==> src/inc/drp_pkg.sv <==
// Constants and types for the per-reference loop profile register bank.
// Assumes a 32-bit AXI4-Lite master; each byte register sits in one aligned word.
package drp_pkg;

  // Bus widths
  localparam int ADDR_W = 16;                      // Byte address width, covers 4 x 0x044C
  localparam int DATA_W = 32;                      // AXI data width
  localparam int NUM_REGS = 12;                    // Byte registers in the profile

  typedef logic [ADDR_W-1:0] drp_addr_t;           // AXI byte address
  typedef logic [DATA_W-1:0] drp_data_t;           // AXI data word
  typedef logic [13:0]       drp_idx_t;            // Register index (byte address / 4)
  typedef logic [3:0]        drp_loc_t;            // Position inside the profile

  // Register indices as printed; byte address is four times the index
  localparam drp_idx_t IDX_BW_LO   = 14'h0441;     // Loop bandwidth low byte
  localparam drp_idx_t IDX_BW_MID  = 14'h0442;     // Loop bandwidth middle byte
  localparam drp_idx_t IDX_BW_TOP  = 14'h0443;     // Bandwidth bit 16 and filter select
  localparam drp_idx_t IDX_INT_LO  = 14'h0444;     // Integer feedback low byte
  localparam drp_idx_t IDX_INT_MID = 14'h0445;     // Integer feedback middle byte
  localparam drp_idx_t IDX_INT_TOP = 14'h0446;     // Integer feedback bits 17:16
  localparam drp_idx_t IDX_NUM_LO  = 14'h0447;     // Numerator low byte
  localparam drp_idx_t IDX_NUM_MID = 14'h0448;     // Numerator middle byte
  localparam drp_idx_t IDX_NUM_HI  = 14'h0449;     // Numerator high byte
  localparam drp_idx_t IDX_MOD_LO  = 14'h044A;     // Modulus low byte
  localparam drp_idx_t IDX_MOD_MID = 14'h044B;     // Modulus middle byte
  localparam drp_idx_t IDX_MOD_HI  = 14'h044C;     // Modulus high byte

  // Positions inside the profile storage
  localparam drp_loc_t LOC_BW_LO   = 4'h0;
  localparam drp_loc_t LOC_BW_MID  = 4'h1;
  localparam drp_loc_t LOC_BW_TOP  = 4'h2;
  localparam drp_loc_t LOC_INT_LO  = 4'h3;
  localparam drp_loc_t LOC_INT_MID = 4'h4;
  localparam drp_loc_t LOC_INT_TOP = 4'h5;
  localparam drp_loc_t LOC_NUM_LO  = 4'h6;
  localparam drp_loc_t LOC_NUM_MID = 4'h7;
  localparam drp_loc_t LOC_NUM_HI  = 4'h8;
  localparam drp_loc_t LOC_MOD_LO  = 4'h9;
  localparam drp_loc_t LOC_MOD_MID = 4'hA;
  localparam drp_loc_t LOC_MOD_HI  = 4'hB;

  // Field positions and writable masks
  localparam int       BW_BIT16_POS  = 0;          // Bandwidth bit 16 in top byte
  localparam int       FILT_SEL_POS  = 1;          // High phase margin filter select
  localparam logic [7:0] MASK_FULL   = 8'hFF;      // All bits writable
  localparam logic [7:0] MASK_TOP2   = 8'h03;      // Only bits 1:0 writable

  // Reset values
  localparam logic [7:0]  RST_BYTE    = 8'h00;     // Every profile byte
  localparam logic [18:0] RST_INT_DIV = 19'h00001; // Divide by one after reset
  localparam logic [18:0] INT_DIV_ONE = 19'h00001; // Stored value is divide minus one

  // AXI responses
  localparam logic [1:0] RESP_OKAY   = 2'h0;
  localparam logic [1:0] RESP_SLVERR = 2'h2;

endpackage : drp_pkg

==> src/rtl/drp_regs.sv <==
// Profile register bank for one digital loop locking to its first reference.
// Assumes an AXI4-Lite master on ref_clk; one write and one read at a time.
// Assumes software holds the loop while it rewrites multi-byte fields.
// Function
// - Bandwidth is 17 bits from three bytes.
// - Bandwidth and filter bytes reset to zero.
// - Filter select zero gives normal margin.
// - Filter select one gives high margin.
// - Integer divider 18 bits, divides stored+1.
// - Integer divider bytes reset zero, divide one.
// - Numerator 24 bits, LSB first, resets zero.
// - Modulus 24 bits, LSB first, resets zero.
// - Zero modulus bypasses the fractional path.
`timescale 1ns/10ps
module drp_regs (
  input  wire logic              ref_clk,
  input  wire logic              nrst,
  input  wire logic              ce,
  input  wire drp_pkg::drp_addr_t s_axi_awaddr,
  input  wire logic              s_axi_awvalid,
  output logic                   s_axi_awready,
  input  wire drp_pkg::drp_data_t s_axi_wdata,
  input  wire logic [3:0]        s_axi_wstrb,
  input  wire logic              s_axi_wvalid,
  output logic                   s_axi_wready,
  output logic [1:0]             s_axi_bresp,
  output logic                   s_axi_bvalid,
  input  wire logic              s_axi_bready,
  input  wire drp_pkg::drp_addr_t s_axi_araddr,
  input  wire logic              s_axi_arvalid,
  output logic                   s_axi_arready,
  output drp_pkg::drp_data_t     s_axi_rdata,
  output logic [1:0]             s_axi_rresp,
  output logic                   s_axi_rvalid,
  input  wire logic              s_axi_rready,
  output logic [16:0]            loop_bandwidth,
  output logic                   high_margin_filter,
  output logic                   normal_margin_filter,
  output logic [17:0]            integer_feedback_count,
  output logic [18:0]            feedback_int_divide,
  output logic [23:0]            feedback_numerator,
  output logic [23:0]            feedback_modulus,
  output logic                   frac_enable,
  output logic [23:0]            frac_numerator_active
);
  import drp_pkg::*;

  // Decode a byte address into {hit, profile position}
  // A miss still yields an offset, so every user must gate it with the hit bit
  function automatic logic [4:0] decode(input drp_addr_t a);
    drp_idx_t w;
    drp_idx_t off;
    w = a[ADDR_W-1:2];
    off = w - IDX_BW_LO;
    decode = {(a[1:0] == 2'h0) && (w >= IDX_BW_LO) && (w <= IDX_MOD_HI), off[3:0]};
  endfunction : decode

  // Writable bits per register; reserved bits stay zero
  function automatic logic [7:0] reg_mask(input drp_loc_t loc);
    case (loc)
      LOC_BW_TOP,
      LOC_INT_TOP: reg_mask = MASK_TOP2;
      default:     reg_mask = MASK_FULL;
    endcase
  endfunction : reg_mask

  // Profile storage, one byte per register
  logic [7:0]  bytes_q [NUM_REGS];     // Register contents
  // Write channel holding
  logic        aw_full_q;              // Write address captured
  drp_addr_t   awaddr_q;               // Captured write address
  logic        w_full_q;               // Write data captured
  logic [7:0]  wbyte_q;                // Captured low data byte
  logic        wstrb0_q;               // Captured lane 0 strobe
  logic        bvalid_q;               // Write response pending
  logic [1:0]  bresp_q;                // Write response code
  // Read channel
  logic        rvalid_q;               // Read data pending
  drp_data_t   rdata_q;                // Read data word
  logic [1:0]  rresp_q;                // Read response code
  // Derived divider settings
  logic [18:0] int_div_q;              // Integer divide ratio
  logic        frac_en_q;              // Fractional path active
  logic [23:0] num_act_q;              // Numerator seen by the fractional path
  logic        wrote_any_q;            // Helper: any register written since reset

  // Decode wires
  wire [4:0]  wr_dec   = decode(awaddr_q);
  wire        wr_hit   = wr_dec[4];
  wire drp_loc_t wr_loc = wr_dec[3:0];
  wire [4:0]  rd_dec   = decode(s_axi_araddr);
  wire        rd_hit   = rd_dec[4];
  wire drp_loc_t rd_loc = rd_dec[3:0];
  // Keeps the read index inside the storage when the address misses
  wire drp_loc_t rd_idx = rd_hit ? rd_loc : LOC_BW_LO;
  // A write completes once both halves are held and no response waits
  wire        wr_fire  = ce && aw_full_q && w_full_q && !bvalid_q;
  wire        wr_en    = wr_fire && wr_hit && wstrb0_q;
  wire [7:0]  wr_val   = wbyte_q & reg_mask(wr_loc);
  wire        aw_take  = s_axi_awvalid && s_axi_awready;
  wire        w_take   = s_axi_wvalid && s_axi_wready;
  wire        ar_take  = s_axi_arvalid && s_axi_arready;
  wire [7:0]  rd_val   = bytes_q[rd_idx] & reg_mask(rd_idx);

  // Readies drop while frozen so nothing is taken without a clock enable
  // Responses come straight from flops, so the master sees settled values
  assign s_axi_awready = ce && !aw_full_q;
  assign s_axi_wready  = ce && !w_full_q;
  assign s_axi_arready = ce && !rvalid_q;
  assign s_axi_bvalid  = bvalid_q;
  assign s_axi_bresp   = bresp_q;
  assign s_axi_rvalid  = rvalid_q;
  assign s_axi_rdata   = rdata_q;
  assign s_axi_rresp   = rresp_q;

  // Field assembly straight from the byte flops
  assign loop_bandwidth = {bytes_q[LOC_BW_TOP][BW_BIT16_POS], bytes_q[LOC_BW_MID],
                           bytes_q[LOC_BW_LO]};
  assign high_margin_filter   = bytes_q[LOC_BW_TOP][FILT_SEL_POS];
  assign normal_margin_filter = !bytes_q[LOC_BW_TOP][FILT_SEL_POS];
  assign integer_feedback_count = {bytes_q[LOC_INT_TOP][1:0], bytes_q[LOC_INT_MID],
                                   bytes_q[LOC_INT_LO]};
  assign feedback_numerator = {bytes_q[LOC_NUM_HI], bytes_q[LOC_NUM_MID],
                               bytes_q[LOC_NUM_LO]};
  assign feedback_modulus   = {bytes_q[LOC_MOD_HI], bytes_q[LOC_MOD_MID],
                               bytes_q[LOC_MOD_LO]};
  assign feedback_int_divide   = int_div_q;
  assign frac_enable           = frac_en_q;
  assign frac_numerator_active = num_act_q;

  // Profile bytes; reserved bits are masked on the way in
  // A write with lane 0 strobe off still answers OKAY but stores nothing
  always_ff @(posedge ref_clk or negedge nrst) begin
    if (!nrst) begin
      for (int i = 0; i < NUM_REGS; i++) begin
        bytes_q[i] <= RST_BYTE;
      end
    end else if (wr_en) begin
      bytes_q[wr_loc] <= wr_val;
    end
  end

  // Write address holding; released when the response is taken
  always_ff @(posedge ref_clk or negedge nrst) begin
    if (!nrst) begin
      aw_full_q <= 1'b0;
      awaddr_q  <= '0;
    end else if (ce) begin
      if (aw_take) begin
        aw_full_q <= 1'b1;
        awaddr_q  <= s_axi_awaddr;
      end else if (bvalid_q && s_axi_bready) begin
        aw_full_q <= 1'b0;
      end
    end
  end

  // Write data holding; only lane 0 carries a register byte
  always_ff @(posedge ref_clk or negedge nrst) begin
    if (!nrst) begin
      w_full_q <= 1'b0;
      wbyte_q  <= RST_BYTE;
      wstrb0_q <= 1'b0;
    end else if (ce) begin
      if (w_take) begin
        w_full_q <= 1'b1;
        wbyte_q  <= s_axi_wdata[7:0];
        wstrb0_q <= s_axi_wstrb[0];
      end else if (bvalid_q && s_axi_bready) begin
        w_full_q <= 1'b0;
      end
    end
  end

  // Write response; unmapped addresses answer SLVERR and store nothing
  always_ff @(posedge ref_clk or negedge nrst) begin
    if (!nrst) begin
      bvalid_q <= 1'b0;
      bresp_q  <= RESP_OKAY;
    end else if (ce) begin
      if (wr_fire) begin
        bvalid_q <= 1'b1;
        bresp_q  <= wr_hit ? RESP_OKAY : RESP_SLVERR;
      end else if (s_axi_bready) begin
        bvalid_q <= 1'b0;
      end
    end
  end

  // Read channel; data is captured on the address handshake
  // A byte written in the same cycle is not yet visible to that read
  always_ff @(posedge ref_clk or negedge nrst) begin
    if (!nrst) begin
      rvalid_q <= 1'b0;
      rdata_q  <= '0;
      rresp_q  <= RESP_OKAY;
    end else if (ce) begin
      if (ar_take) begin
        rvalid_q <= 1'b1;
        rdata_q  <= rd_hit ? {24'h000000, rd_val} : '0;
        rresp_q  <= rd_hit ? RESP_OKAY : RESP_SLVERR;
      end else if (s_axi_rready) begin
        rvalid_q <= 1'b0;
      end
    end
  end

  // Divider settings follow the bytes one cycle later; the adder stays off
  // the bus path, at the cost of a one-cycle lag after each write
  // Fields are written byte by byte, so a partial modulus can enable the
  // fraction for a while; software must hold the loop during such updates
  always_ff @(posedge ref_clk or negedge nrst) begin
    if (!nrst) begin
      int_div_q <= RST_INT_DIV;
      frac_en_q <= 1'b0;
      num_act_q <= '0;
    end else if (ce) begin
      int_div_q <= {1'b0, integer_feedback_count} + INT_DIV_ONE;
      frac_en_q <= (feedback_modulus != 24'h000000);
      // Bypassed fraction feeds zero so only the integer ratio applies
      num_act_q <= (feedback_modulus != 24'h000000) ? feedback_numerator
                                                    : 24'h000000;
    end
  end

  // Helper for the reset checks below
  // It only gates assertions, so synthesis may drop it
  always_ff @(posedge ref_clk or negedge nrst) begin
    if (!nrst) begin
      wrote_any_q <= 1'b0;
    end else if (wr_en) begin
      wrote_any_q <= 1'b1;
    end
  end
endmodule : drp_regs

==> config.mk <==
export PLATFORM = sky130hd
export DESIGN_NAME = drp_regs
export DESIGN_NICKNAME = d
export VERILOG_FILES = /design/src/inc/drp_pkg.sv /design/src/rtl/drp_regs.sv
export SDC_FILE = /design/constraint.sdc
export NUM_CORES = 1
export LEC_CHECK = 0
export BUFFER_PORTS_ARGS = -buffer_cell sky130_fd_sc_hd__buf_2
export CELL_PAD_IN_SITES_DETAIL_PLACEMENT = 0
export CELL_PAD_IN_SITES_GLOBAL_PLACEMENT = 1
export CORE_MARGIN = 8
export CORE_UTILIZATION = 45
export CTS_CLUSTER_DIAMETER = 120
export CTS_CLUSTER_SIZE = 40
export DETAILED_ROUTE_END_ITERATION = 8
export HOLD_SLACK_MARGIN = 0.12
export PLACE_DENSITY_LB_ADDON = 0.1
export SLEW_MARGIN = 10
export SYNTH_ARGS = -nofsm -noshare
export SYNTH_HDL_FRONTEND = slang
export SYNTH_SLANG_ARGS = --single-unit
==> constraint.sdc <==
create_clock -name ref_clk -period 6 [get_ports ref_clk]
set_clock_uncertainty 0.2 [all_clocks]
set_input_delay 0.3 -clock ref_clk [delete_from_list [all_inputs] [get_ports ref_clk]]
set_output_delay 0.3 -clock ref_clk [all_outputs]
set_load 0.02 [all_outputs]
==> results of run 1 <==
-- sequential cells by signal, indices dropped and copies added (netlist names) --
name,flops
s_axi_bvalid,1
s_axi_rresp,1
aw_full_q,1
wstrb0_q,1
frac_numerator_active,24
frac_enable,1
feedback_int_divide,19
high_margin_filter,1
feedback_modulus,24
w_full_q,1
bytes_q,12
awaddr_q,16
loop_bandwidth,17
s_axi_rdata,8
integer_feedback_count,18
feedback_numerator,24
s_axi_rvalid,1
wbyte_q,8
s_axi_bresp,1
-- cell type report --
type | instances | area [µm²] | share of cell area, %
clock buffers | 20 | 457 | 4.28
clock inverters | 12 | 123 | 1.15
inverters | 34 | 128 | 1.19
multi-input cells | 494 | 3820 | 35.7
flip-flops and latches | 179 | 4480 | 42.0
well taps | 270 | 338 | 3.16
repair buffers | 231 | 1340 | 12.5
-- layer usage --
| metal | up-vias | part of all wire, % |
|---|---|---|
| met4 | 0 | 1.3 |
| met5 | - | 0 |
| met2 | 194 | 47 |
| met3 | 20 | 7.0 |
| li1 | 3064 | - |
| met1 | 3222 | 44 |
-- cell usage in the layout (no fill, tap or decap), drive strengths merged, types with 21 or more instances in the layout --
| master | synthesis | routed |
|---|---|---|
| nor2 | 38 | 38 |
| dlygate4sd3 | 0 | 31 |
| nand2 | 61 | 61 |
| conb | 1 | 26 |
| buf | 123 | 200 |
| inv | 33 | 38 |
| dfrtp | 178 | 178 |
| o22ai | 24 | 24 |
| mux2 | 112 | 112 |
| a21oi | 21 | 21 |
-- per-stage QoR --
stage | std cells | hold WS (ns) | utilization [%] | setup WS, ns
2_1_floorplan | 864 | -0.196 | - | 3.21
3_3_place_gp | 1177 | 0.253 | 48.2 | 2.55
3_5_place_dp | 1177 | 0.253 | 48.2 | 2.51
4_1_cts | 1240 | 0.138 | 52.6 | 2.59
5_1_grt | 1240 | 0.158 | 52.6 | 2.29
6_report | 1240 | 0.153 | 52.6 | 2.61
-- kinds of logic after synthesis --
group	after synthesis	synth area share [%]
xor+xnor	20	1.87
mux	130	17.3
compound gates	112	8.23
fa+ha+maj	4	0.535
buf+inv	191	12.3
flops	179	47.9
simple gates	202	11.8
other cells	1	0.0401
-- worst max-delay path, stage by stage --
cell           delay [ns]
dlygate4sd3_1        0.52
buf_2                0.24
buf_4                0.62
nand3b_1             0.64
nor2_1               0.24
nor4bb_1             0.32
buf_4                0.23
o2111ai_1            0.12
o21ai_0              0.22
-- worst paths after layout --
path                                          end                   start  cells after the start  slack (ns)
setup reg to reg               loop_bandwidth[14]             awaddr_q[7]                      5        3.27
min in group asynchronous             awaddr_q[8]                    nrst                      2        0.38
hold / removal                           w_full_q            s_axi_wvalid                      3        0.15
hold reg to reg            feedback_int_divide[0]  feedback_int_divide[0]                      2        0.27
setup / recovery                   s_axi_rdata[3]                      ce                      9        2.61
max in group asynchronous  feedback_numerator[14]                    nrst                      3        3.70
-- timing repair --
item,CTS,global route
endpoints found under the setup margin,0,0
hold buffers,31,0
hold endpoints to repair,138,0
setup buffers,0,0
-- power groups by stage --
| stage | registers (µW) | logic (µW) | clock network, µW |
|---|---|---|---|
| after floorplan | 1390 | 382 | 0 |
| after global placement | 1440 | 496 | 0 |
| after detailed placement | 1450 | 507 | 0 |
| after CTS | 1430 | 523 | 1120 |
| after global routing | 1450 | 563 | 1170 |
| final | 1430 | 516 | 1090 |
==> flow_summary_export.csv, run 1 <==
group,metric,value,unit
synthesis,synthTopCellsByCount,"178 x dfrtp_1, 111 x buf_4, 87 x mux2_2",
power,p_clk_share,35.9,%
power,vdd_drop_max,0.000185,V
timing,slew_headroom,27.4,%
timing,worst_slew_pin_slew,1.09,ns
synthesis,synth-main-ff-cell,"dfrtp_1",
setup_path,critPathArrivalTime,3.53,ns
route,routedWlPerCell,20.4,µm
synthesis,yosys.area.top_type,"dfrtp_1",
floorplanning,die_x,160,µm
global_route,groute.layer.met2.usage,32.0,%
global_route,antenna_found_initial,0,
place,globalplace.congestion,0.813,
route,routed-via-count,6500,
power,total_power,3040,µW
timing,hold_viol_final,0,
floorplanning,die_h,160,µm
status,status,"finished, final reports clean",
power,pwr_density_cell,285,nW/µm²
route,dr.first_iter.drc_count,413,
clock_tree,cts_resized,0,
floorplanning,dieArea,25600,µm²
route,drc,0,
clock_tree,root_buffer,"clkbuf_16",
setup_path,cp_max_fo,82,
clock_tree,htreeDepth,4,
timing,min_period,3.39,ns
power,combPwrFrac,17.0,%
floorplanning,ios,246,
route,ant_nets,0,
synthesis,syn-cell-area,9350,µm²
global_route,grtUsageMet1,25.5,%
synthesis,syn_inst,839,
hold_path,hp-class,"in -> reg",
power,internal_power,2100,µW
cells_and_area,area_delta_synth_final,14.2,%
global_route,grt_pass1_wl,40.7,mm
place,hpwl,18.3,mm
global_route,grt_pass1_vias,7037,
place,place_area,9790,µm²
setup_path,start_kind,"input port",
timing,setup_viol,0,
power,pwr-share-seq,47.1,%
run,drv_cap,0,
global_route,met3_usage,6.66,%
route,firstDrtPassIters,4,
clock_tree,numCtsBuffers,17,
cells_and_area,fillCellCount,1854,
global_route,track_usage,20.0,%
synthesis,synth_edf_count,0,
setup_path,cp_data_required_time,6.13,ns
clock_tree,cts_tree,"built",
cells_and_area,drive_gt1_share,35.8,%
global_route,grt-ovfl-total,0,
cells_and_area,finalNetCount,1037,
route,wirelength,25.3,mm
synthesis,syn_area_per_cell,11.1,µm²
synthesis,ys_seq_area_share,47.9,%
setup_path,crit_type,"in -> reg",
timing,rsz0062_at_grt,"false",
cells_and_area,diodes,0,
synthesis,synth.distinct_cells,62,
synthesis,yosysTopAreaCellShare,47.6,%
synthesis,synth-async-reset-ratio,100,%
floorplanning,start_util,46.1,%
synthesis,synth.area.top_cells,"dfrtp_1 48%, mux2_2 10%, buf_4 8.9%",
global_route,grt_max_degree,107,
timing,fmax,295,MHz
floorplanning,rows,52,
timing,finalCritPeriodShare,56.6,%
floorplanning,coreArea,20300,µm²
synthesis,yosysMostFrequentCell,"dfrtp_1",
cells_and_area,final_area,10700,µm²
synthesis,ys_warn_count,0,
synthesis,ys_ff_latch,179,
place,port_buffers,192,
clock_tree,clk_latency,0.43,ns
clock_tree,clk_pin_slew,0.07,ns
power,leakagePower,0.00528,µW
power,p_switching,944,µW
clock_tree,cts_buffer_depth,2,
global_route,top_usage_layer,"met2",
setup_path,endpoint_kind,"flop",
power,p_sw_share,31.0,%
route,vias_per_cell,5.24,
timing,fin_setup_tns,0,ns
clock_tree,cts.sinks,179,
timing,slew_viol_final,0,
Note: power is estimated with default switching activity, not from simulation.
==> run 2: changes to the inputs <==
--- a/config.mk
+++ b/config.mk
@@ -9,7 +9,7 @@
 export CELL_PAD_IN_SITES_DETAIL_PLACEMENT = 0
 export CELL_PAD_IN_SITES_GLOBAL_PLACEMENT = 1
 export CORE_MARGIN = 8
-export CORE_UTILIZATION = 45
+export CORE_UTILIZATION = 37
 export CTS_CLUSTER_DIAMETER = 120
 export CTS_CLUSTER_SIZE = 40
 export DETAILED_ROUTE_END_ITERATION = 8
==> constraint.sdc (replaced) <==
create_clock -name ref_clk -period 3 [get_ports ref_clk]
set_clock_uncertainty 0.2 [all_clocks]
set_input_delay 0.15 -clock ref_clk [delete_from_list [all_inputs] [get_ports ref_clk]]
set_output_delay 0.15 -clock ref_clk [all_outputs]
set_load 0.02 [all_outputs]
==> run 2 against run 1 <==
  * First-iteration DRC count shrank 9.4%
  * Setup slack lost 2.2 ns
  * Register-to-register slack lost 2.9 ns
  * Highest routed layer unchanged
==> flow_summary_export.csv, run 2 (same netlist as run 1, synthesis figures left out) <==
group,metric,value,unit
global_route,grt-ovfl-total,0,
timing,hold_viol_final,0,
route,routedWlPerCell,20.6,µm
clock_tree,numCtsBuffers,17,
global_route,track_usage,17.8,%
cells_and_area,multi_input_area,3820,µm²
cells_and_area,drive_gt1_share,36.6,%
setup_path,cp_max_fo,8,
cells_and_area,area_delta_synth_final,17.5,%
place,dp_slack,0.331,ns
floorplanning,start_util,37.4,%
timing,min_period,2.61,ns
timing,rsz0062_at_grt,"false",
global_route,grt_max_degree,82,
setup_path,cp_data_required_time,3.11,ns
route,firstDrtPassIters,4,
floorplanning,die_h,175,µm
power,pwr_density_cell,580,nW/µm²
timing,setup_viol,0,
power,total_power,6380,µW
place,globalplace.congestion,0.743,
floorplanning,ios,246,
clock_tree,cts_tree,"built",
route,ant_nets,0,
clock_tree,clk_pin_slew,0.08,ns
cells_and_area,fillCellCount,2441,
cells_and_area,final_cell_mix,"190 x buf_2, 178 x dfrtp_1, 87 x mux2_2",
route,drc,0,
route,routed-via-count,6518,
cells_and_area,layout_commonest_cell,"buf_2",
timing,fin_ws,0.387,ns
timing,finalCritPeriodShare,87.1,%
floorplanning,rows,58,
clock_tree,clk_latency,0.44,ns
clock_tree,root_buffer,"clkbuf_16",
timing,worst_slew_pin_slew,0.841,ns
place,port_buffers,192,
setup_path,crit_type,"reg -> reg",
timing,slew_viol_final,0,
run,drv_cap,0,
status,status,"finished, final reports clean",
cells_and_area,seqCellArea,4480,µm²
route,vias_per_cell,4.95,
power,leakagePower,0.00541,µW
hold_path,hp-class,"in -> reg",
cells_and_area,finalNetCount,1055,
cells_and_area,diodes,0,
global_route,grt_pass1_wl,42.6,mm
route,dr.first_iter.drc_count,374,
setup_path,start_kind,"flop",
setup_path,endpoint_kind,"flop",
floorplanning,die_x,175,µm
route,wirelength,27.2,mm
place,dp_cells,1251,
floorplanning,coreArea,25000,µm²
floorplanning,dieArea,30600,µm²
clock_tree,htreeDepth,4,
global_route,grt_pass1_vias,6943,
timing,fin_setup_tns,0,ns
timing,slew_headroom,43.8,%
place,hpwl,19.5,mm
place,place_area,9990,µm²
setup_path,critPathArrivalTime,2.72,ns
global_route,antenna_found_initial,1,
timing,fmax,383,MHz
power,vdd_drop_max,0.000645,V
clock_tree,cts.sinks,179,
cells_and_area,layout.cells.non_filler,1318,
clock_tree,post_cts_buffers,0,
cells_and_area,final_area,11000,µm²
clock_tree,cts_buffer_depth,2,
run 2: report_power, final:
part | internal, µW | switching [µW]
clock | 1370 | 1050
sequential | 2620 | 238
combinational | 391 | 703
total | 4380 | 2000
run 2: cell type report:
cell class                 instances  share of cell area, %
sequential                       179                   40.8
multi-input combinational        494                   34.7
timing repair buffer             249                   13.8
clock buffer                      19                   4.03
tap                              330                   3.76
clock inverter                    13                   1.73
inverter                          34                   1.16
run 2: critical path, cell delays in order (launching register included):
cell and delay, ns:
dfrtp_1 0.39, nor4b_1 0.38, nand3_1 0.36, nor4_4 0.45
nand3_2 0.31, mux2_1 0.39
run 2: final timing paths:
path | startpoint | endpoint | slack [ns] | cells after the start
max in group asynchronous | nrst | bytes_q[55] | 1.47 | 4
hold / removal | s_axi_arvalid | s_axi_rresp[1] | 0.14 | 4
min in group asynchronous | nrst | frac_numerator_active[7] | 0.44 | 3
setup reg to reg | awaddr_q[14] | feedback_modulus[8] | 0.39 | 5
setup / recovery | awaddr_q[14] | feedback_modulus[8] | 0.39 | 5
hold reg to reg | feedback_int_divide[0] | feedback_int_divide[0] | 0.27 | 2
run 2: metal layers:
layer	vias up	global-route usage [%]	wire, µm
li1	3096	-	-
met1	3240	23.9	12700
met5	-	0	0
met2	170	28.2	12600
met3	12	4.99	1700
met4	0	3.71	156
run 2: repair_timing:
action	4_1_cts	5_1_grt
endpoints found under the hold margin	177	0
endpoints found under the setup margin	0	0
hold buffers	35	0
resized for setup	0	0
run 2: stage by stage:
step                hold WS, ns  utilization [%]
detailed placement     -0.00318             40.0
global placement       -0.00294             40.0
CTS                       0.163             44.0
finish                    0.143             44.0
global route              0.173             44.0
floorplan                -0.346                -
